### config.mk
export PLATFORM = sky130hd
export DESIGN_NAME = bpsf_status
export DESIGN_NICKNAME = d
export VERILOG_FILES = /design/src/bpsf_pkg.sv /design/src/bpsf_status.sv
export SDC_FILE = /design/constraint.sdc
export NUM_CORES = 1
export LEC_CHECK = 0
export BUFFER_PORTS_ARGS = -buffer_cell sky130_fd_sc_hd__buf_2
export CAP_MARGIN = 20
export CORE_ASPECT_RATIO = 0.8
export CORE_MARGIN = 4
export CORE_UTILIZATION = 35
export DETAILED_ROUTE_END_ITERATION = 10
export PLACE_DENSITY = 0.79
export REMOVE_ABC_BUFFERS = 1
export SYNTH_ARGS = -nofsm -noshare
export SYNTH_HDL_FRONTEND = slang
export SYNTH_SLANG_ARGS = --single-unit
### constraint.sdc
create_clock -name clk -period 4.7 [get_ports clk]
set_clock_uncertainty 0.15 [all_clocks]
set_input_delay 0.705 -clock clk [delete_from_list [all_inputs] [get_ports clk]]
set_output_delay 0.705 -clock clk [all_outputs]
set_load 0.02 [all_outputs]
### src/bpsf_pkg.sv
// Constants for the primary-side status flag bank
package bpsf_pkg;
  localparam int ADDR_W = 8;
  localparam int DATA_W = 32;
  localparam logic [ADDR_W-1:0] PRIMARY_SIDE_STATUS_ADDR = 8'h04;
  // Bit positions within the 32-bit configuration word
  localparam int CAP_LIST_BIT = 20;
  localparam int HIGH_SPEED_BIT = 21;
  localparam int RSVD22_BIT = 22;
  localparam int B2B_BIT = 23;
  localparam int MDPE_BIT = 24;
  localparam int SEL_LO_BIT = 25;
  localparam int SEL_HI_BIT = 26;
  localparam int STA_BIT = 27;
  localparam int RTA_BIT = 28;
  localparam int RMA_BIT = 29;
  localparam int SSE_BIT = 30;
  localparam int DPE_BIT = 31;
  // Index of each flag inside the sticky flag vector
  localparam int NUM_FLAGS = 6;
  localparam int F_MDPE = 0;
  localparam int F_STA = 1;
  localparam int F_RTA = 2;
  localparam int F_RMA = 3;
  localparam int F_SSE = 4;
  localparam int F_DPE = 5;
  // Reset values and fixed field codes
  localparam logic CAP_LIST_VAL = 1'b1;
  localparam logic [NUM_FLAGS-1:0] FLAGS_RST = 6'h00;
  localparam logic [1:0] SEL_TIMING_FAST = 2'h0;
  localparam logic [1:0] SEL_TIMING_MEDIUM = 2'h1;
  localparam logic [1:0] SEL_TIMING_SLOW = 2'h2;
  localparam logic [DATA_W-1:0] RDATA_RST = 32'h00000000;
  localparam logic PIN_IDLE = 1'b1;
endpackage : bpsf_pkg

### src/bpsf_status.sv
// Primary-side status half-word of the bridge configuration header
`timescale 1ns/10ps
`default_nettype none
module bpsf_status (
  input wire logic clk,
  input wire logic srst,
  // Register port
  input wire logic [bpsf_pkg::ADDR_W-1:0] addr,
  input wire logic [bpsf_pkg::DATA_W-1:0] wdata,
  input wire logic wr,
  input wire logic rd,
  output logic [bpsf_pkg::DATA_W-1:0] rdata,
  // Straps and the parity error input from pins
  input wire logic reverse_mode_pin,
  input wire logic pci_mode_pin,
  input wire logic primary_parity_error_n,
  // Command register enables
  input wire logic parity_resp_en,
  // Forward mode events
  input wire logic fwd_poisoned_cpl_rx,
  input wire logic fwd_poisoned_wr_tx,
  input wire logic fwd_abort_cpl_tx,
  input wire logic fwd_abort_cpl_rx,
  input wire logic fwd_unsupp_cpl_rx,
  input wire logic fwd_err_msg_tx,
  input wire logic fwd_poisoned_tlp_rx,
  // Reverse mode events
  input wire logic rev_read_parity_err,
  input wire logic rev_sending_data,
  input wire logic rev_split_msg_parity_err,
  input wire logic rev_target_abort_tx,
  input wire logic rev_target_abort_rx,
  input wire logic rev_master_abort_rx,
  input wire logic rev_serr_asserted,
  input wire logic rev_parity_err_det,
  // Captured mode
  output logic reverse_mode
);
  import bpsf_pkg::*;

  logic rev_s1;
  logic rev_s2;
  logic pci_s1;
  logic pci_s2;
  logic perr_s1;
  logic perr_s2;
  logic pci_mode;
  logic [NUM_FLAGS-1:0] flags;
  logic [NUM_FLAGS-1:0] set_ev;
  logic [NUM_FLAGS-1:0] clr_ev;
  logic status_hit;
  logic high_speed_capable;
  logic back_to_back_capable;
  logic [1:0] select_timing_code;
  logic [15:0] status_half;
  logic perr_on_send;

  // Strap synchronisers, free running so reset sees the pins
  always_ff @(posedge clk) begin
    rev_s1 <= reverse_mode_pin;
    rev_s2 <= rev_s1;
    pci_s1 <= pci_mode_pin;
    pci_s2 <= pci_s1;
  end

  // Parity error pin synchroniser, idles high
  always_ff @(posedge clk) begin
    if (srst) begin
      perr_s1 <= PIN_IDLE;
      perr_s2 <= PIN_IDLE;
    end else begin
      perr_s1 <= primary_parity_error_n;
      perr_s2 <= perr_s1;
    end
  end

  // Mode straps caught while reset is held, frozen afterwards
  always_ff @(posedge clk) begin
    if (srst) begin
      reverse_mode <= rev_s2;
      pci_mode <= pci_s2;
    end
  end

  // Read-only mode-dependent fields
  always_comb begin
    high_speed_capable = reverse_mode;
    back_to_back_capable = reverse_mode & pci_mode;
    if (reverse_mode) begin
      select_timing_code = SEL_TIMING_MEDIUM;
    end else begin
      select_timing_code = SEL_TIMING_FAST;
    end
  end

  assign perr_on_send = ~perr_s2 & rev_sending_data;

  // Set conditions per flag, selected by mode
  always_comb begin
    set_ev = '0;
    if (reverse_mode) begin
      set_ev[F_MDPE] = parity_resp_en &
        (rev_read_parity_err | perr_on_send |
         rev_split_msg_parity_err);
      set_ev[F_STA] = rev_target_abort_tx;
      set_ev[F_RTA] = rev_target_abort_rx;
      set_ev[F_RMA] = rev_master_abort_rx;
      set_ev[F_SSE] = rev_serr_asserted;
      set_ev[F_DPE] = rev_parity_err_det;
    end else begin
      set_ev[F_MDPE] = parity_resp_en &
        (fwd_poisoned_cpl_rx | fwd_poisoned_wr_tx);
      set_ev[F_STA] = fwd_abort_cpl_tx;
      set_ev[F_RTA] = fwd_abort_cpl_rx;
      set_ev[F_RMA] = fwd_unsupp_cpl_rx;
      set_ev[F_SSE] = fwd_err_msg_tx;
      set_ev[F_DPE] = fwd_poisoned_tlp_rx;
    end
  end

  assign status_hit = (addr == PRIMARY_SIDE_STATUS_ADDR);

  // Write-one-to-clear strobes
  always_comb begin
    clr_ev = '0;
    if (wr && status_hit) begin
      clr_ev[F_MDPE] = wdata[MDPE_BIT];
      clr_ev[F_STA] = wdata[STA_BIT];
      clr_ev[F_RTA] = wdata[RTA_BIT];
      clr_ev[F_RMA] = wdata[RMA_BIT];
      clr_ev[F_SSE] = wdata[SSE_BIT];
      clr_ev[F_DPE] = wdata[DPE_BIT];
    end
  end

  // Sticky flags, a set in the clearing cycle wins
  genvar gi;
  generate
    for (gi = 0; gi < NUM_FLAGS; gi++) begin : g_flag
      always_ff @(posedge clk) begin
        if (srst) begin
          flags[gi] <= FLAGS_RST[gi];
        end else begin
          flags[gi] <= set_ev[gi] | (flags[gi] & ~clr_ev[gi]);
        end
      end
    end
  endgenerate

  // Upper half-word as read; reserved bits fixed at zero
  always_comb begin
    status_half = '0;
    status_half[CAP_LIST_BIT-16] = CAP_LIST_VAL;
    status_half[HIGH_SPEED_BIT-16] = high_speed_capable;
    status_half[B2B_BIT-16] = back_to_back_capable;
    status_half[MDPE_BIT-16] = flags[F_MDPE];
    status_half[SEL_HI_BIT-16:SEL_LO_BIT-16] = select_timing_code;
    status_half[STA_BIT-16] = flags[F_STA];
    status_half[RTA_BIT-16] = flags[F_RTA];
    status_half[RMA_BIT-16] = flags[F_RMA];
    status_half[SSE_BIT-16] = flags[F_SSE];
    status_half[DPE_BIT-16] = flags[F_DPE];
  end

  // Read data valid only in the cycle after the strobe
  always_ff @(posedge clk) begin
    if (srst) begin
      rdata <= RDATA_RST;
    end else if (rd && status_hit) begin
      rdata <= {status_half, 16'h0000};
    end else begin
      rdata <= RDATA_RST;
    end
  end

  // Checks
  property p_cap_list;
    @(posedge clk) disable iff (srst)
    rd && status_hit |=> rdata[CAP_LIST_BIT];
  endproperty
  a_cap_list: assert property (p_cap_list)
    else $error("capability list bit not one");

  property p_mode_bits;
    @(posedge clk) disable iff (srst)
    rd && status_hit |=> rdata[HIGH_SPEED_BIT] == reverse_mode &&
      rdata[B2B_BIT] == (reverse_mode & pci_mode);
  endproperty
  a_mode_bits: assert property (p_mode_bits)
    else $error("mode dependent capability bits wrong");

  property p_timing;
    @(posedge clk) disable iff (srst)
    rd && status_hit |=> rdata[SEL_HI_BIT:SEL_LO_BIT] ==
      (reverse_mode ? SEL_TIMING_MEDIUM : SEL_TIMING_FAST);
  endproperty
  a_timing: assert property (p_timing)
    else $error("select timing code wrong");

  property p_reserved;
    @(posedge clk) disable iff (srst)
    rd |=> rdata[19:16] == 4'h0 && !rdata[RSVD22_BIT] &&
      rdata[15:0] == 16'h0000;
  endproperty
  a_reserved: assert property (p_reserved)
    else $error("reserved bits not zero");

  property p_mdpe_gate;
    @(posedge clk) disable iff (srst)
    !parity_resp_en && !flags[F_MDPE] |=> !flags[F_MDPE];
  endproperty
  a_mdpe_gate: assert property (p_mdpe_gate)
    else $error("parity flag set while response disabled");

  property p_fwd_mdpe;
    @(posedge clk) disable iff (srst)
    !reverse_mode && parity_resp_en &&
      (fwd_poisoned_cpl_rx || fwd_poisoned_wr_tx)
      |=> flags[F_MDPE] && !(wr && status_hit && wdata[MDPE_BIT])
      ##1 rd && status_hit |=> rdata[MDPE_BIT];
  endproperty
  a_fwd_mdpe: assert property (p_fwd_mdpe)
    else $error("forward parity flag not set");

  property p_rev_mdpe;
    @(posedge clk) disable iff (srst)
    reverse_mode && parity_resp_en &&
      (rev_read_parity_err || rev_split_msg_parity_err)
      |=> flags[F_MDPE];
  endproperty
  a_rev_mdpe: assert property (p_rev_mdpe)
    else $error("reverse parity flag not set");

  property p_perr_pin;
    @(posedge clk) disable iff (srst)
    reverse_mode && parity_resp_en && rev_sending_data &&
      !perr_s2 |=> flags[F_MDPE];
  endproperty
  a_perr_pin: assert property (p_perr_pin)
    else $error("parity pin event lost");

  property p_fwd_aborts;
    @(posedge clk) disable iff (srst)
    !reverse_mode |-> (fwd_abort_cpl_tx |=> flags[F_STA]) and
      (fwd_abort_cpl_rx |=> flags[F_RTA]) and
      (fwd_unsupp_cpl_rx |=> flags[F_RMA]);
  endproperty
  a_fwd_aborts: assert property (p_fwd_aborts)
    else $error("forward abort flags not set");

  property p_rev_aborts;
    @(posedge clk) disable iff (srst)
    reverse_mode |-> (rev_target_abort_tx |=> flags[F_STA]) and
      (rev_serr_asserted |=> flags[F_SSE]) and
      (rev_parity_err_det |=> flags[F_DPE]);
  endproperty
  a_rev_aborts: assert property (p_rev_aborts)
    else $error("reverse event did not set its flag");

  property p_dpe_any;
    @(posedge clk) disable iff (srst)
    !reverse_mode && fwd_poisoned_tlp_rx
      ##1 !(wr && status_hit && wdata[DPE_BIT])
      ##1 rd && status_hit |=> rdata[DPE_BIT];
  endproperty
  a_dpe_any: assert property (p_dpe_any)
    else $error("detected parity flag not visible");

  property p_sticky;
    @(posedge clk) disable iff (srst)
    flags[F_SSE] && !(wr && status_hit && wdata[SSE_BIT])
      |=> flags[F_SSE];
  endproperty
  a_sticky: assert property (p_sticky)
    else $error("sticky flag dropped without clear");

  property p_clear;
    @(posedge clk) disable iff (srst)
    wr && status_hit && wdata[RMA_BIT] && !set_ev[F_RMA]
      |=> !flags[F_RMA];
  endproperty
  a_clear: assert property (p_clear)
    else $error("write one did not clear flag");

  property p_set_wins;
    @(posedge clk) disable iff (srst)
    !reverse_mode && fwd_poisoned_tlp_rx && wr && status_hit &&
      wdata[DPE_BIT] |=> flags[F_DPE];
  endproperty
  a_set_wins: assert property (p_set_wins)
    else $error("clear beat a simultaneous set");

  property p_fwd_sse_dpe;
    @(posedge clk) disable iff (srst)
    !reverse_mode |-> (fwd_err_msg_tx |=> flags[F_SSE]) and
      (fwd_poisoned_tlp_rx |=> flags[F_DPE]);
  endproperty
  a_fwd_sse_dpe: assert property (p_fwd_sse_dpe)
    else $error("forward error or poison flag not set");

  property p_rev_rta_rma;
    @(posedge clk) disable iff (srst)
    reverse_mode |-> (rev_target_abort_rx |=> flags[F_RTA]) and
      (rev_master_abort_rx |=> flags[F_RMA]);
  endproperty
  a_rev_rta_rma: assert property (p_rev_rta_rma)
    else $error("reverse received abort flag not set");

  // Events of the other mode leave every flag alone
  property p_fwd_quiet;
    @(posedge clk) disable iff (srst)
    !reverse_mode && !wr && !fwd_poisoned_cpl_rx && !fwd_poisoned_wr_tx &&
      !fwd_abort_cpl_tx && !fwd_abort_cpl_rx && !fwd_unsupp_cpl_rx &&
      !fwd_err_msg_tx && !fwd_poisoned_tlp_rx |=> flags == $past(flags);
  endproperty
  a_fwd_quiet: assert property (p_fwd_quiet)
    else $error("flag changed without a forward event");

  property p_rev_quiet;
    @(posedge clk) disable iff (srst)
    reverse_mode && !wr && !perr_on_send && !rev_read_parity_err &&
      !rev_split_msg_parity_err && !rev_target_abort_tx &&
      !rev_target_abort_rx && !rev_master_abort_rx && !rev_serr_asserted &&
      !rev_parity_err_det |=> flags == $past(flags);
  endproperty
  a_rev_quiet: assert property (p_rev_quiet)
    else $error("flag changed without a reverse event");

  property p_mode_frozen;
    @(posedge clk) disable iff (srst)
    1'b1 |=> $stable(reverse_mode) && $stable(pci_mode);
  endproperty
  a_mode_frozen: assert property (p_mode_frozen)
    else $error("captured mode changed outside reset");

  property p_rdata_idle;
    @(posedge clk) disable iff (srst)
    !(rd && status_hit) |=> rdata == RDATA_RST;
  endproperty
  a_rdata_idle: assert property (p_rdata_idle)
    else $error("read data not zero outside a read");

  c_set_clear: cover property (@(posedge clk) disable iff (srst)
    set_ev[F_DPE] && clr_ev[F_DPE]);
  c_rev_mdpe: cover property (@(posedge clk) disable iff (srst)
    reverse_mode && set_ev[F_MDPE]);
  c_fwd_read: cover property (@(posedge clk) disable iff (srst)
    flags[F_STA] ##1 rd && status_hit);
  c_clear_all: cover property (@(posedge clk) disable iff (srst)
    flags == 6'h3F ##1 flags == 6'h00);
  c_perr_pin: cover property (@(posedge clk) disable iff (srst)
    reverse_mode && perr_on_send && parity_resp_en);
endmodule : bpsf_status
`default_nettype wire

### Word-level counts from Yosys, hierarchy flattened

Index checks and enable logic that the tools add are counted.

| word-level totals | value |
|---|---|
| output and inout port bits | 33 |
| bits in registers | 46 |
| input port bits | 63 |

| cells by class | value |
|---|---|
| equality and inequality tests | 1 |
| bitwise logic cells | 27 |
| muxes and demuxes | 4 |
| reduce and logical (&&, ||, !) cells | 3 |

Operators with widths:

| operator | number |
|---|---|
| $mux W21 | 1 |
| $mux W6 | 2 |
| $and A1 B1 Y1 | 10 |
| $or A1 B1 Y1 | 9 |
| $eq A8 B3 Y1 const B | 1 |
| $not A1 Y1 | 8 |
| $logic_and A1 B1 Y1 | 2 |
| $reduce_or A2 Y1 | 1 |
| $mux W1 | 1 |

### Logic depth before layout (Yosys ltp)

Gate-level depths: netlist of run 1.

| depth | value |
|---|---|
| depth in word-level cells | 7 |
| gate-level depth with buffers | 4 |
| depth with buffers taken out | 3 |

### Worst setup path after synthesis of run 1

No wires, ideal clock.

| path | value |
|---|---|
| kind | input to register |
| start point | in addr[5] (netlist bit) |
| end point | reg rdata[23] (netlist bit) |
| path buffers | 1 |
| slack | 2.611 ns |
| required time | 4.489 ns |
| cell stages on the path | 4 |
| setup time | 0.061 ns |
| arrival | 1.878 ns |
| cells stage by stage | or4_4 buf_6 nor4b_4 and3_1 |

| on the way | value |
|---|---|
| word-level cells in the longest chain between the ends | 4 |

RTL lines:

| element | line | text |
|---|---|---|
| from (decl) | bpsf_status.sv:8 | `input wire logic [bpsf_pkg::ADDR_W-1:0] addr,` |
| $eq A8 B3 Y1 | bpsf_status.sv:121 | `assign status_hit = (addr == PRIMARY_SIDE_STATUS_ADDR);` |
| $logic_and A1 B1 Y1 | bpsf_status.sv:169 | `end else if (rd && status_hit) begin` |
| $not A1 Y1 (no source line) | -- |  |
| $reduce_or A2 Y1 (no source line) | -- |  |
| to (signal assigned) | bpsf_status.sv:170 | `rdata <= {status_half, 16'h0000};` |
| to (decl) | bpsf_status.sv:12 | `output logic [bpsf_pkg::DATA_W-1:0] rdata,` |

No other way between the ends.
A chain may end at the register's enable or synchronous reset.

### Final worst setup path of run 1

| path | value |
|---|---|
| start point | in addr[1] (netlist bit) |
| end point | reg rdata[23] (netlist bit) |

Same word-level chain as after synthesis.

==> results of run 1 <==
[cells by family after synthesis]
kind of cell | after synthesis | synth area share
buffers and inverters | 27 | 0.207
DFF | 23 | 0.497
and+or+nand+nor | 21 | 0.145
AOI/OAI and AO/OA | 14 | 0.0946
muxes | 5 | 0.0518
other | 1 | 0.00388
[flip-flops by register name (all words and copies together), names as in the netlist]
signal and count:
flags 6, pci_mode 1, pci_s1 1, pci_s2 1, perr_s1 1, perr_s2 1
rdata 9, rev_s1 1, rev_s2 1, reverse_mode 1
[layout make-up]
class	instances	share of cell area
Sequential cell	23	0.417
Clock buffer	3	0.0195
Clock inverter	1	0.00434
Tap cell	36	0.0391
Timing Repair Buffer	47	0.204
Multi-Input combinational cell	62	0.316
[where the power goes]
group	switching [mW]	internal, mW	total [mW]
logic	0.0282	0.0181	0.0463
clock network	0.0570	0.0318	0.0888
registers	0.00412	0.206	0.210
[how the worst max path moves through the flow]
stage	from	to	slack (ns)	depth (start not counted)
final	addr[1]	rdata[23]	2.63	4
after global routing	reverse_mode	reverse_mode	2.55	1
after CTS	reverse_mode	reverse_mode	2.58	1
after detailed placement	addr[1]	rdata[23]	2.29	4
after global placement	addr[1]	rdata[23]	2.33	4
after floorplan	addr[1]	rdata[23]	2.61	3
[Yosys cell counts]
| library cell | n |
|---|---|
| a21oi_1 | 6 |
| a31o_2 | 1 |
| and2_1 | 7 |
| and3_1 | 1 |
| buf_2 | 1 |
| buf_4 | 24 |
| buf_6 | 1 |
| clkbuf_1 | 1 |
| conb_1 | 1 |
| dfxtp_1 | 21 |
| edfxtp_1 | 2 |
| mux2i_1 | 5 |
| nand2_1 | 6 |
| nand2b_1 | 1 |
| nor2_1 | 1 |
| nor4b_4 | 1 |
| o31ai_1 | 7 |
| or2_2 | 2 |
| or4_4 | 1 |
| or4b_1 | 1 |
[critical path: stages]
cell	delay, ns
buf_2	0.09
or4b_1	0.71
nor4b_4	0.46
and3_1	0.21
[routing by layer]
layer | global-route usage | vias up | routed length [um]
met4 | 0.0304 | 0 | 9
met3 | 0.0525 | 2 | 240
li1 | - | 351 | -
met1 | 0.100 | 315 | 705
met2 | 0.206 | 45 | 1010
met5 | 0 | - | 0
[stage by stage]
| stage | setup WS, ns | cells | hold slack (ns) | cell area [um^2] | total power [mW] |
|---|---|---|---|---|---|
| after floorplan | 2.61 | 85 | 0.160 | 845 | 0.240 |
| after global placement | 2.33 | 168 | 0.161 | 1120 | 0.259 |
| after detailed placement | 2.29 | 168 | 0.162 | 1120 | 0.261 |
| after CTS | 2.58 | 172 | 0.192 | 1150 | 0.352 |
| after global routing | 2.55 | 172 | 0.198 | 1150 | 0.368 |
| final | 2.63 | 172 | 0.191 | 1150 | 0.345 |
[cell usage in the layout, fill, tap and decap left out, types with 2 or more instances in the layout]
cell,Yosys,layout
o31ai_1,7,7
or2_2,2,2
dfxtp_1,21,21
edfxtp_1,2,2
mux2i_1,5,5
buf_2,1,47
and2_1,7,7
nand2_1,6,6
conb_1,1,22
clkbuf_4,0,3
a21oi_1,6,6
==> results.md, run 1 <==
- Hold Crit Start: rev_s1
- First-pass GRT wire length: 2770 um
- Nets@finish: 200
- CTS H-tree depth: 1
- TNS Setup: 0 ns
- GPL Wtd Cong: 0.592
- Core area: 2540 um^2
- Largest area contributor in the netlist: dfxtp_1
- Row cnt: 16
- Power Dens Cells: 299 nW/um^2
- Number of global-route vias before repair: 647
- Drt initial violations: 20
- Worst Path Class, Setup: in2reg
- Final setup fails: 0
- Hold path depth: 0
- CTS Buf Count: 3
- # Post-CTS Setup Buffers: 0
- Via count: 713
- Startpoint types: input pin
- Max VDD drop: 0.000159 V
- Gr usage total: 0.106
- Final Max Slew Viols: 0
- Critical Path RT: 4.81 ns
- Hold Crit Endpoint: rev_s2
- # Max-Cap Violations: 0
- Inserted Diodes: 0
- Worst r2r src: reverse_mode
- Routed WL per cell: 11.4 um
- Via/cell ratio: 4.15
- Worst Path Max Fanout: 9
- Footprint of the multi-input gates: 364 um^2
- Clock slew at reported path FFs: 0.12 ns
- Crit share post-route: 0.440
- Detailed placement HPWL: 1550 um
- Reg2reg end: flags[0]
- CTS root buf: clkbuf_4
- TritonCTS clock tree: done
- Pre-antenna DRT Iters: 3
- Final hold vios: 0
- Later-pin clock latency in the skew report: 0.31 ns
- IO Count: 96
- Sink Count: 23
- Finished Core Util: 0.453
- Post-DRT Antenna Nets: 0
- Avg Cell Area, Syn: 10.6 um^2
- Arrival time of the worst setup path: 2.18 ns
- Pin count of the biggest net entering global routing: 14
- Hold-fix buffers, CTS: 0
- DRC: 0
- Synth Cell Area: 966 um^2
- Syn Inst Count: 91
- RSZ-0062 raised after global routing: no
- Critical path endpoint category: register
- #FFs+latches synth: 23
- Post-Route WL: 1960 um
- Sequential share of the synthesized area: 0.497
- Area contributors post-synth: dfxtp_1, buf_4, edfxtp_1
- Yosys warning count: 0
- Yosys cell types: 20
- PortBufs: 47
- Area growth syn-to-layout: 19.3%
- Die area: 3670 um^2
- R2R Setup Slk: 3.37 ns
- Ratio of cells with drive above 1 in the final layout: 0.412
- Die height: 55.0 um
- Antenna violations before repair: 0
- Starting density of the core: 0.380
- Post-CTS sizing: 0
- Die Wd: 66.7 um
- Leak pwr: 0.594 nW
- Register area: 480 um^2
- Clock buffer depth: 2
- Fillers: 264
- Period minus WS final: 2.07 ns
- Max Freq: 483 MHz
- R2R depth: 3
- Yosys top cell area share: 0.435
- Run status: completed
- Worst Hold Class: reg2reg
- Remaining Overflow, GRT: 0
Power figures use the tool's default switching activity.
==> run 2, diff against run 1 <==
Settings changed: CORE_UTILIZATION 35 to 31, PLACE_DENSITY 0.79 to 0.74.
Clock period 4.7 ns to 1.8 ns, I/O delays scaled along.
==> run 2 against run 1 <==
Via count is 1.1% higher. Register-to-register slack worse by 2.9 ns. Combinational power grew to 2.7 times the previous value. Highest routed layer unchanged. Setup slack worse by 2.4 ns. Sequential power grew to 2.6 times the previous value. Largest cell class unchanged. Die area is 11% higher. Utilization is 3.2 points lower. Non-clock buffer count is 4 higher. Sequential share of layout area is 1.9 points lower. Final area is 4.9% higher.
==> results.md, run 2 (synthesized netlist as in run 1, its figures left out) <==
- Run status: completed
- Register area: 480 um^2 (unchanged)
- GPL Wtd Cong: 0.764 (+29%)
- PortBufs: 47 (unchanged)
- Top flop regs: rdata: 9 flops, flags: 6 flops
- Gr usage total: 0.101 (-0.00466)
- Core area: 2870 um^2 (+13%)
- TritonCTS clock tree: done
- # Post-CTS Setup Buffers: 0 (unchanged)
- DRC: 0 (unchanged)
- Hold Crit Endpoint: perr_s1
- Starting density of the core: 0.336 (-0.0435)
- R2R depth: 3 (unchanged)
- Post-Layout Inst Area: 1210 um^2 (+4.9%)
- Critical Path RT: 1.85 ns (-2.96 ns)
- Max reg flops: 9 (unchanged)
- Die area: 4080 um^2 (+11%)
- Slowest-stage cell, CP: or4b_1
- Ratio of cells with drive above 1 in the final layout: 0.414 (+0.00252)
- Total power: 0.980 mW (+180%)
- Hold path depth: 2 (+2)
- Critical path endpoint category: register
- Worst r2r src: reverse_mode
- R2R Setup Slk: 0.48 ns (-2.89 ns)
- Cell family with most CP delay: simple AND/OR/NAND/NOR gates
- Commonest non-fill, non-tap cell in the layout: buf_2
- Via/cell ratio: 4.05 (-2.3%)
- Footprint of the multi-input gates: 364 um^2 (unchanged)
- Max VDD drop: 0.000335 V (+110%)
- First-pass GRT wire length: 3300 um (+19%)
- Worst Path Class, Setup: in2reg
- Row cnt: 17 (+1)
- Critical-path cell list: buf_2, or4b_1, nor4b_4, and3_1
- RSZ-0062 raised after global routing: no
- Arrival time of the worst setup path: 1.66 ns (-0.52 ns)
- Later-pin clock latency in the skew report: 0.26 ns (-0.05 ns)
- Most frequent cells in the layout: buf_2, conb_1, dfxtp_1
- CTS Buf Count: 3 (unchanged)
- # Max-Cap Violations: 0 (unchanged)
- IO Count: 96 (unchanged)
- Sink Count: 23 (unchanged)
- Worst Hold Class: in2reg
- Max Freq: 621 MHz
- Crit share post-route: 0.894
- WP depth: 4 (unchanged)
- CTS H-tree depth: 1 (unchanged)
- Clock slew at reported path FFs: 0.07 ns (-0.05 ns)
- Final setup fails: 0 (unchanged)
- Via count: 721 (+1.1%)
- Detailed placement HPWL: 1650 um (+6.7%)
- Clock buffer depth: 2 (unchanged)
- DP Cell Count: 172 (+2.4%)
- CTS root buf: clkbuf_8
- Post-DRT Antenna Nets: 0 (unchanged)
- Antenna violations before repair: 0 (unchanged)
- Reg2reg end: flags[0]
- Remaining Overflow, GRT: 0 (unchanged)
- Period minus WS final: 1.61 ns
- Largest Register: rdata
- Hold Crit Start: primary_parity_error_n
- Final hold vios: 0 (unchanged)
- Power Dens Cells: 811 nW/um^2 (+170%)
- Final Max Slew Viols: 0 (unchanged)
- Die height: 57.9 um (+5.3%)
- Number of global-route vias before repair: 746 (+15%)
- Worst Path Max Fanout: 9 (unchanged)
- Startpoint types: input pin
- Inserted Diodes: 0 (unchanged)
- Nets@finish: 204 (+2.0%)
- Crit path buffers/inverters: 1 (unchanged)
- Leak pwr: 0.618 nW (+4.1%)
- Placed Instance Area: 1140 um^2 (+1.6%)
- CP peak stage delay: 0.64 ns (-0.07 ns)
- Drt initial violations: 25 (+25%)
- Area growth syn-to-layout: 25.1%
- Routed WL per cell: 11.3 um (-0.86%)
- Fillers: 285 (+8.0%)
- Pre-antenna DRT Iters: 4 (+1)
- Die Wd: 70.4 um (+5.5%)
- Post-Route WL: 2010 um (+2.6%)
- Final cell count without fillers: 178 (+3.5%)
- Pin count of the biggest net entering global routing: 14 (unchanged)
-- run 2: final cells by class --
cell class | instances | share of cell area
multi-input cells | 62 | 0.301
repair buffers | 51 | 0.224
well taps | 38 | 0.0393
flip-flops and latches | 23 | 0.398
clock inverters | 1 | 0.00414
clock buffers | 3 | 0.0342
-- run 2: worst max path at each step --
stage,start,end
5_1_grt,addr[1],rdata[23]
2_1_floorplan,addr[1],rdata[23]
6_report,addr[1],rdata[23]
4_1_cts,addr[1],rdata[23]
3_3_place_gp,addr[1],rdata[23]
3_5_place_dp,addr[1],rdata[23]
-- run 2: through the flow --
step,util,hold slack (ns),setup slack [ns],setup TNS [ns]
floorplan,-,0.148,0.143,0
global placement,0.398,0.161,-0.0666,-0.317
detailed placement,0.398,0.162,-0.0907,-0.653
CTS,0.421,0.0360,0.179,0
global route,0.421,0.0453,0.112,0
finish,0.421,0.0431,0.191,0
-- run 2: metal layers --
metal / GRT usage / routed length [um] / up-vias
met1: 0.106 / 728 / 312
li1: - / - / 359
met3: 0.0624 / 307 / 2
met4: 0.0164 / 12 / 0
met2: 0.177 / 965 / 48
met5: 0 / 0 / -
-- run 2: power breakdown --
part           switching (mW)  internal, mW  leakage (nW)
clock                   0.152         0.154        0.0255
sequential             0.0107         0.536         0.193
combinational          0.0749        0.0515         0.400
total                   0.238         0.742         0.618
-- run 2: what timing repair did --
item	4_1_cts	5_1_grt
hold buffers	2	0
gates resized for setup	0	0
endpoints found under the hold margin	2	0
==> run 3, diff against run 2 <==
Settings changed: CORE_UTILIZATION 31 to 35, GPL_ROUTABILITY_DRIVEN set to 0, PLACE_DENSITY 0.74 to 0.79, RECOVER_POWER set to 25.
Clock period 1.8 ns to 1.75 ns, I/O delays scaled along.
==> run 3 against run 2 <==
Via count is 1.5% higher. Register-to-register slack worse by 0.07 ns. First-iteration DRC count is 40% higher. Power is 5.5% lower. Global-route usage hardly changed. Count of clock-buffer cells in the layout stayed put. Non-clock buffer count is 3 higher. Die area is 10% lower. Combinational power is 4% higher. Critical path depth is 3 lower. Sequential share of layout area is 0.082 points lower. Clock power is 24% lower.
==> results.md, run 3 (synthesized netlist as in run 1, its figures left out) <==
- P_int: 0.691 mW (-6.8%)
- Die height: 55.0 um (-5.1%)
- Met3 routed WL: 241 um (-21%)
- Arrival time of the worst setup path: 1.20 ns (-0.46 ns)
- IO Count: 96 (unchanged)
- Placed Instance Area: 1150 um^2 (+1.1%)
- Antenna violations before repair: 0 (unchanged)
- CTS Buf Count: 3 (unchanged)
- R2R depth: 3 (unchanged)
- DRC: 0 (unchanged)
- Via count: 732 (+1.5%)
- Area growth syn-to-layout: 25.4%
- Core area: 2540 um^2 (-11%)
- Crit path buffers/inverters: 1 (unchanged)
- Leak pwr: 0.623 nW (+0.74%)
- Post-layout worst setup margin: 0.138 ns (-0.0533 ns)
- Hold path depth: 3 (+1)
- Clock slew at reported path FFs: 0.12 ns (+0.05 ns)
- # Max-Cap Violations: 0 (unchanged)
- Post-Layout Inst Area: 1210 um^2 (+0.21%)
- Clock power share: 0.251 (-0.061)
- Die Wd: 66.7 um (-5.2%)
- Post-DRT Antenna Nets: 0 (unchanged)
- Finished Core Util: 0.476 (+0.0555)
- Commonest non-fill, non-tap cell in the layout: buf_2
- Final setup fails: 0 (unchanged)
- Gate power share: 0.142 (+0.013)
- Total power: 0.926 mW (-5.5%)
- Pin count of the biggest net entering global routing: 14 (unchanged)
- Critical-path cell list: buf_2
- P_sw: 0.235 mW (-1.3%)
- Sequential Power Share: 0.608 (+0.049)
- Switching Share: 0.253 (+0.0106)
- CTS root buf: clkbuf_4
- Footprint of the multi-input gates: 364 um^2 (unchanged)
- TritonCTS clock tree: done
- Post-CTS sizing: 0 (unchanged)
- Detailed placement HPWL: 1610 um (-2.9%)
- Pre-CTS setup slack: -0.0240 ns (+0.0667 ns)
- Slowest-stage cell, CP: edfxtp_1
- CTS H-tree depth: 1 (unchanged)
- Max Freq: 620 MHz
- Power Dens Cells: 765 nW/um^2 (-5.7%)
- Max VDD drop: 0.000474 V (+41%)
- CP peak stage delay: 0.65 ns (about the same)
- WL met2: 1000 um (+3.8%)
- Startpoint types: register
- Row cnt: 16 (-1)
- Pre-antenna DRT Iters: 3 (-1)
- Die area: 3670 um^2 (-10%)
- Routed WL per cell: 11.0 um (-2.7%)
- Worst Path Class, Setup: reg2out
- Final hold vios: 0 (unchanged)
- Later-pin clock latency in the skew report: 0.30 ns (+0.04 ns)
- Period minus WS final: 1.61 ns
- Most frequent cells in the layout: buf_2, conb_1, dfxtp_1
- Worst Hold Class: in2reg
- Slew headroom: 0.620
- Max Used Layer: met3
- Largest Register: rdata
- Crit share post-route: 0.921
- TNS Setup: 0 ns (unchanged)
- Sink Count: 23 (unchanged)
- Inserted Diodes: 0 (unchanged)
- WP depth: 1 (-3)
- Top flop regs: rdata: 9 flops, flags: 6 flops
- Gr usage total: 0.102 (+0.000498)
- Post-Route WL: 1970 um (-2.1%)
- M1 WL: 726 um (-0.27%)
- Worst Path Max Fanout: 10 (+1)
- RSZ-0062 raised after global routing: no
- Max reg flops: 9 (unchanged)
- Number of global-route vias before repair: 636 (-15%)
- Drt initial violations: 35 (+40%)
- Fillers: 261 (-8.4%)
- PortBufs: 47 (unchanged)
- First-pass GRT wire length: 2740 um (-17%)
- Via/cell ratio: 4.09 (+0.96%)
- Critical Path RT: 1.34 ns (-0.51 ns)
- Nets@finish: 207 (+1.5%)
- Clock buffer depth: 2 (unchanged)
- Remaining Overflow, GRT: 0 (unchanged)
- Register area: 480 um^2 (unchanged)
- Run status: completed
- Ratio of cells with drive above 1 in the final layout: 0.413 (-0.00170)
- Worst-Margin Slew: 0.571 ns
- Critical path endpoint category: output port
- Cell family with most CP delay: flip-flops
- Starting density of the core: 0.380 (+0.0435)
- Final Max Slew Viols: 0 (unchanged)
## run 3: area by class of cell
type / count / area share
clock buffers: 3 / 0.0186
clock inverters: 1 / 0.00413
multi-input cells: 62 / 0.301
flip-flops and latches: 23 / 0.397
well taps: 36 / 0.0372
repair buffers: 54 / 0.243
## run 3: stage by stage
| step | hold WS (ns) | cells |
|---|---|---|
| final | 0.0907 | 179 |
| after global routing | 0.0867 | 179 |
| after CTS | 0.0835 | 179 |
| after detailed placement | 0.162 | 172 |
| after global placement | 0.160 | 172 |
| after floorplan | 0.140 | 85 |
## run 3: repair_timing
item	CTS	global route
endpoints found under the hold margin	3	0
hold buffers	3	0
setup endpoints to repair	0	0
setup buffers	0	0
## run 3: layer usage
layer  track usage  vias to the layer above
met1        0.0983                      324
met3        0.0505                        0
met4             0                        0
li1              -                      365
met2         0.209                       43
met5             0                        -
## run 3: power groups by stage
stage	combinational, mW	clock, mW	sequential, mW
after global routing	0.145	0.275	0.566
final	0.131	0.232	0.563
after detailed placement	0.126	0	0.575
after floorplan	0.0717	0	0.574
after CTS	0.132	0.246	0.563
after global placement	0.123	0	0.574
## run 3: final timing paths
kind | slack [ns] | endpoint | start
max | 0.14 | reverse_mode | reverse_mode
min | 0.09 | flags[4] | fwd_err_msg_tx
max reg2reg | 0.41 | flags[0] | reverse_mode
min reg2reg | 0.19 | rev_s2 | rev_s1
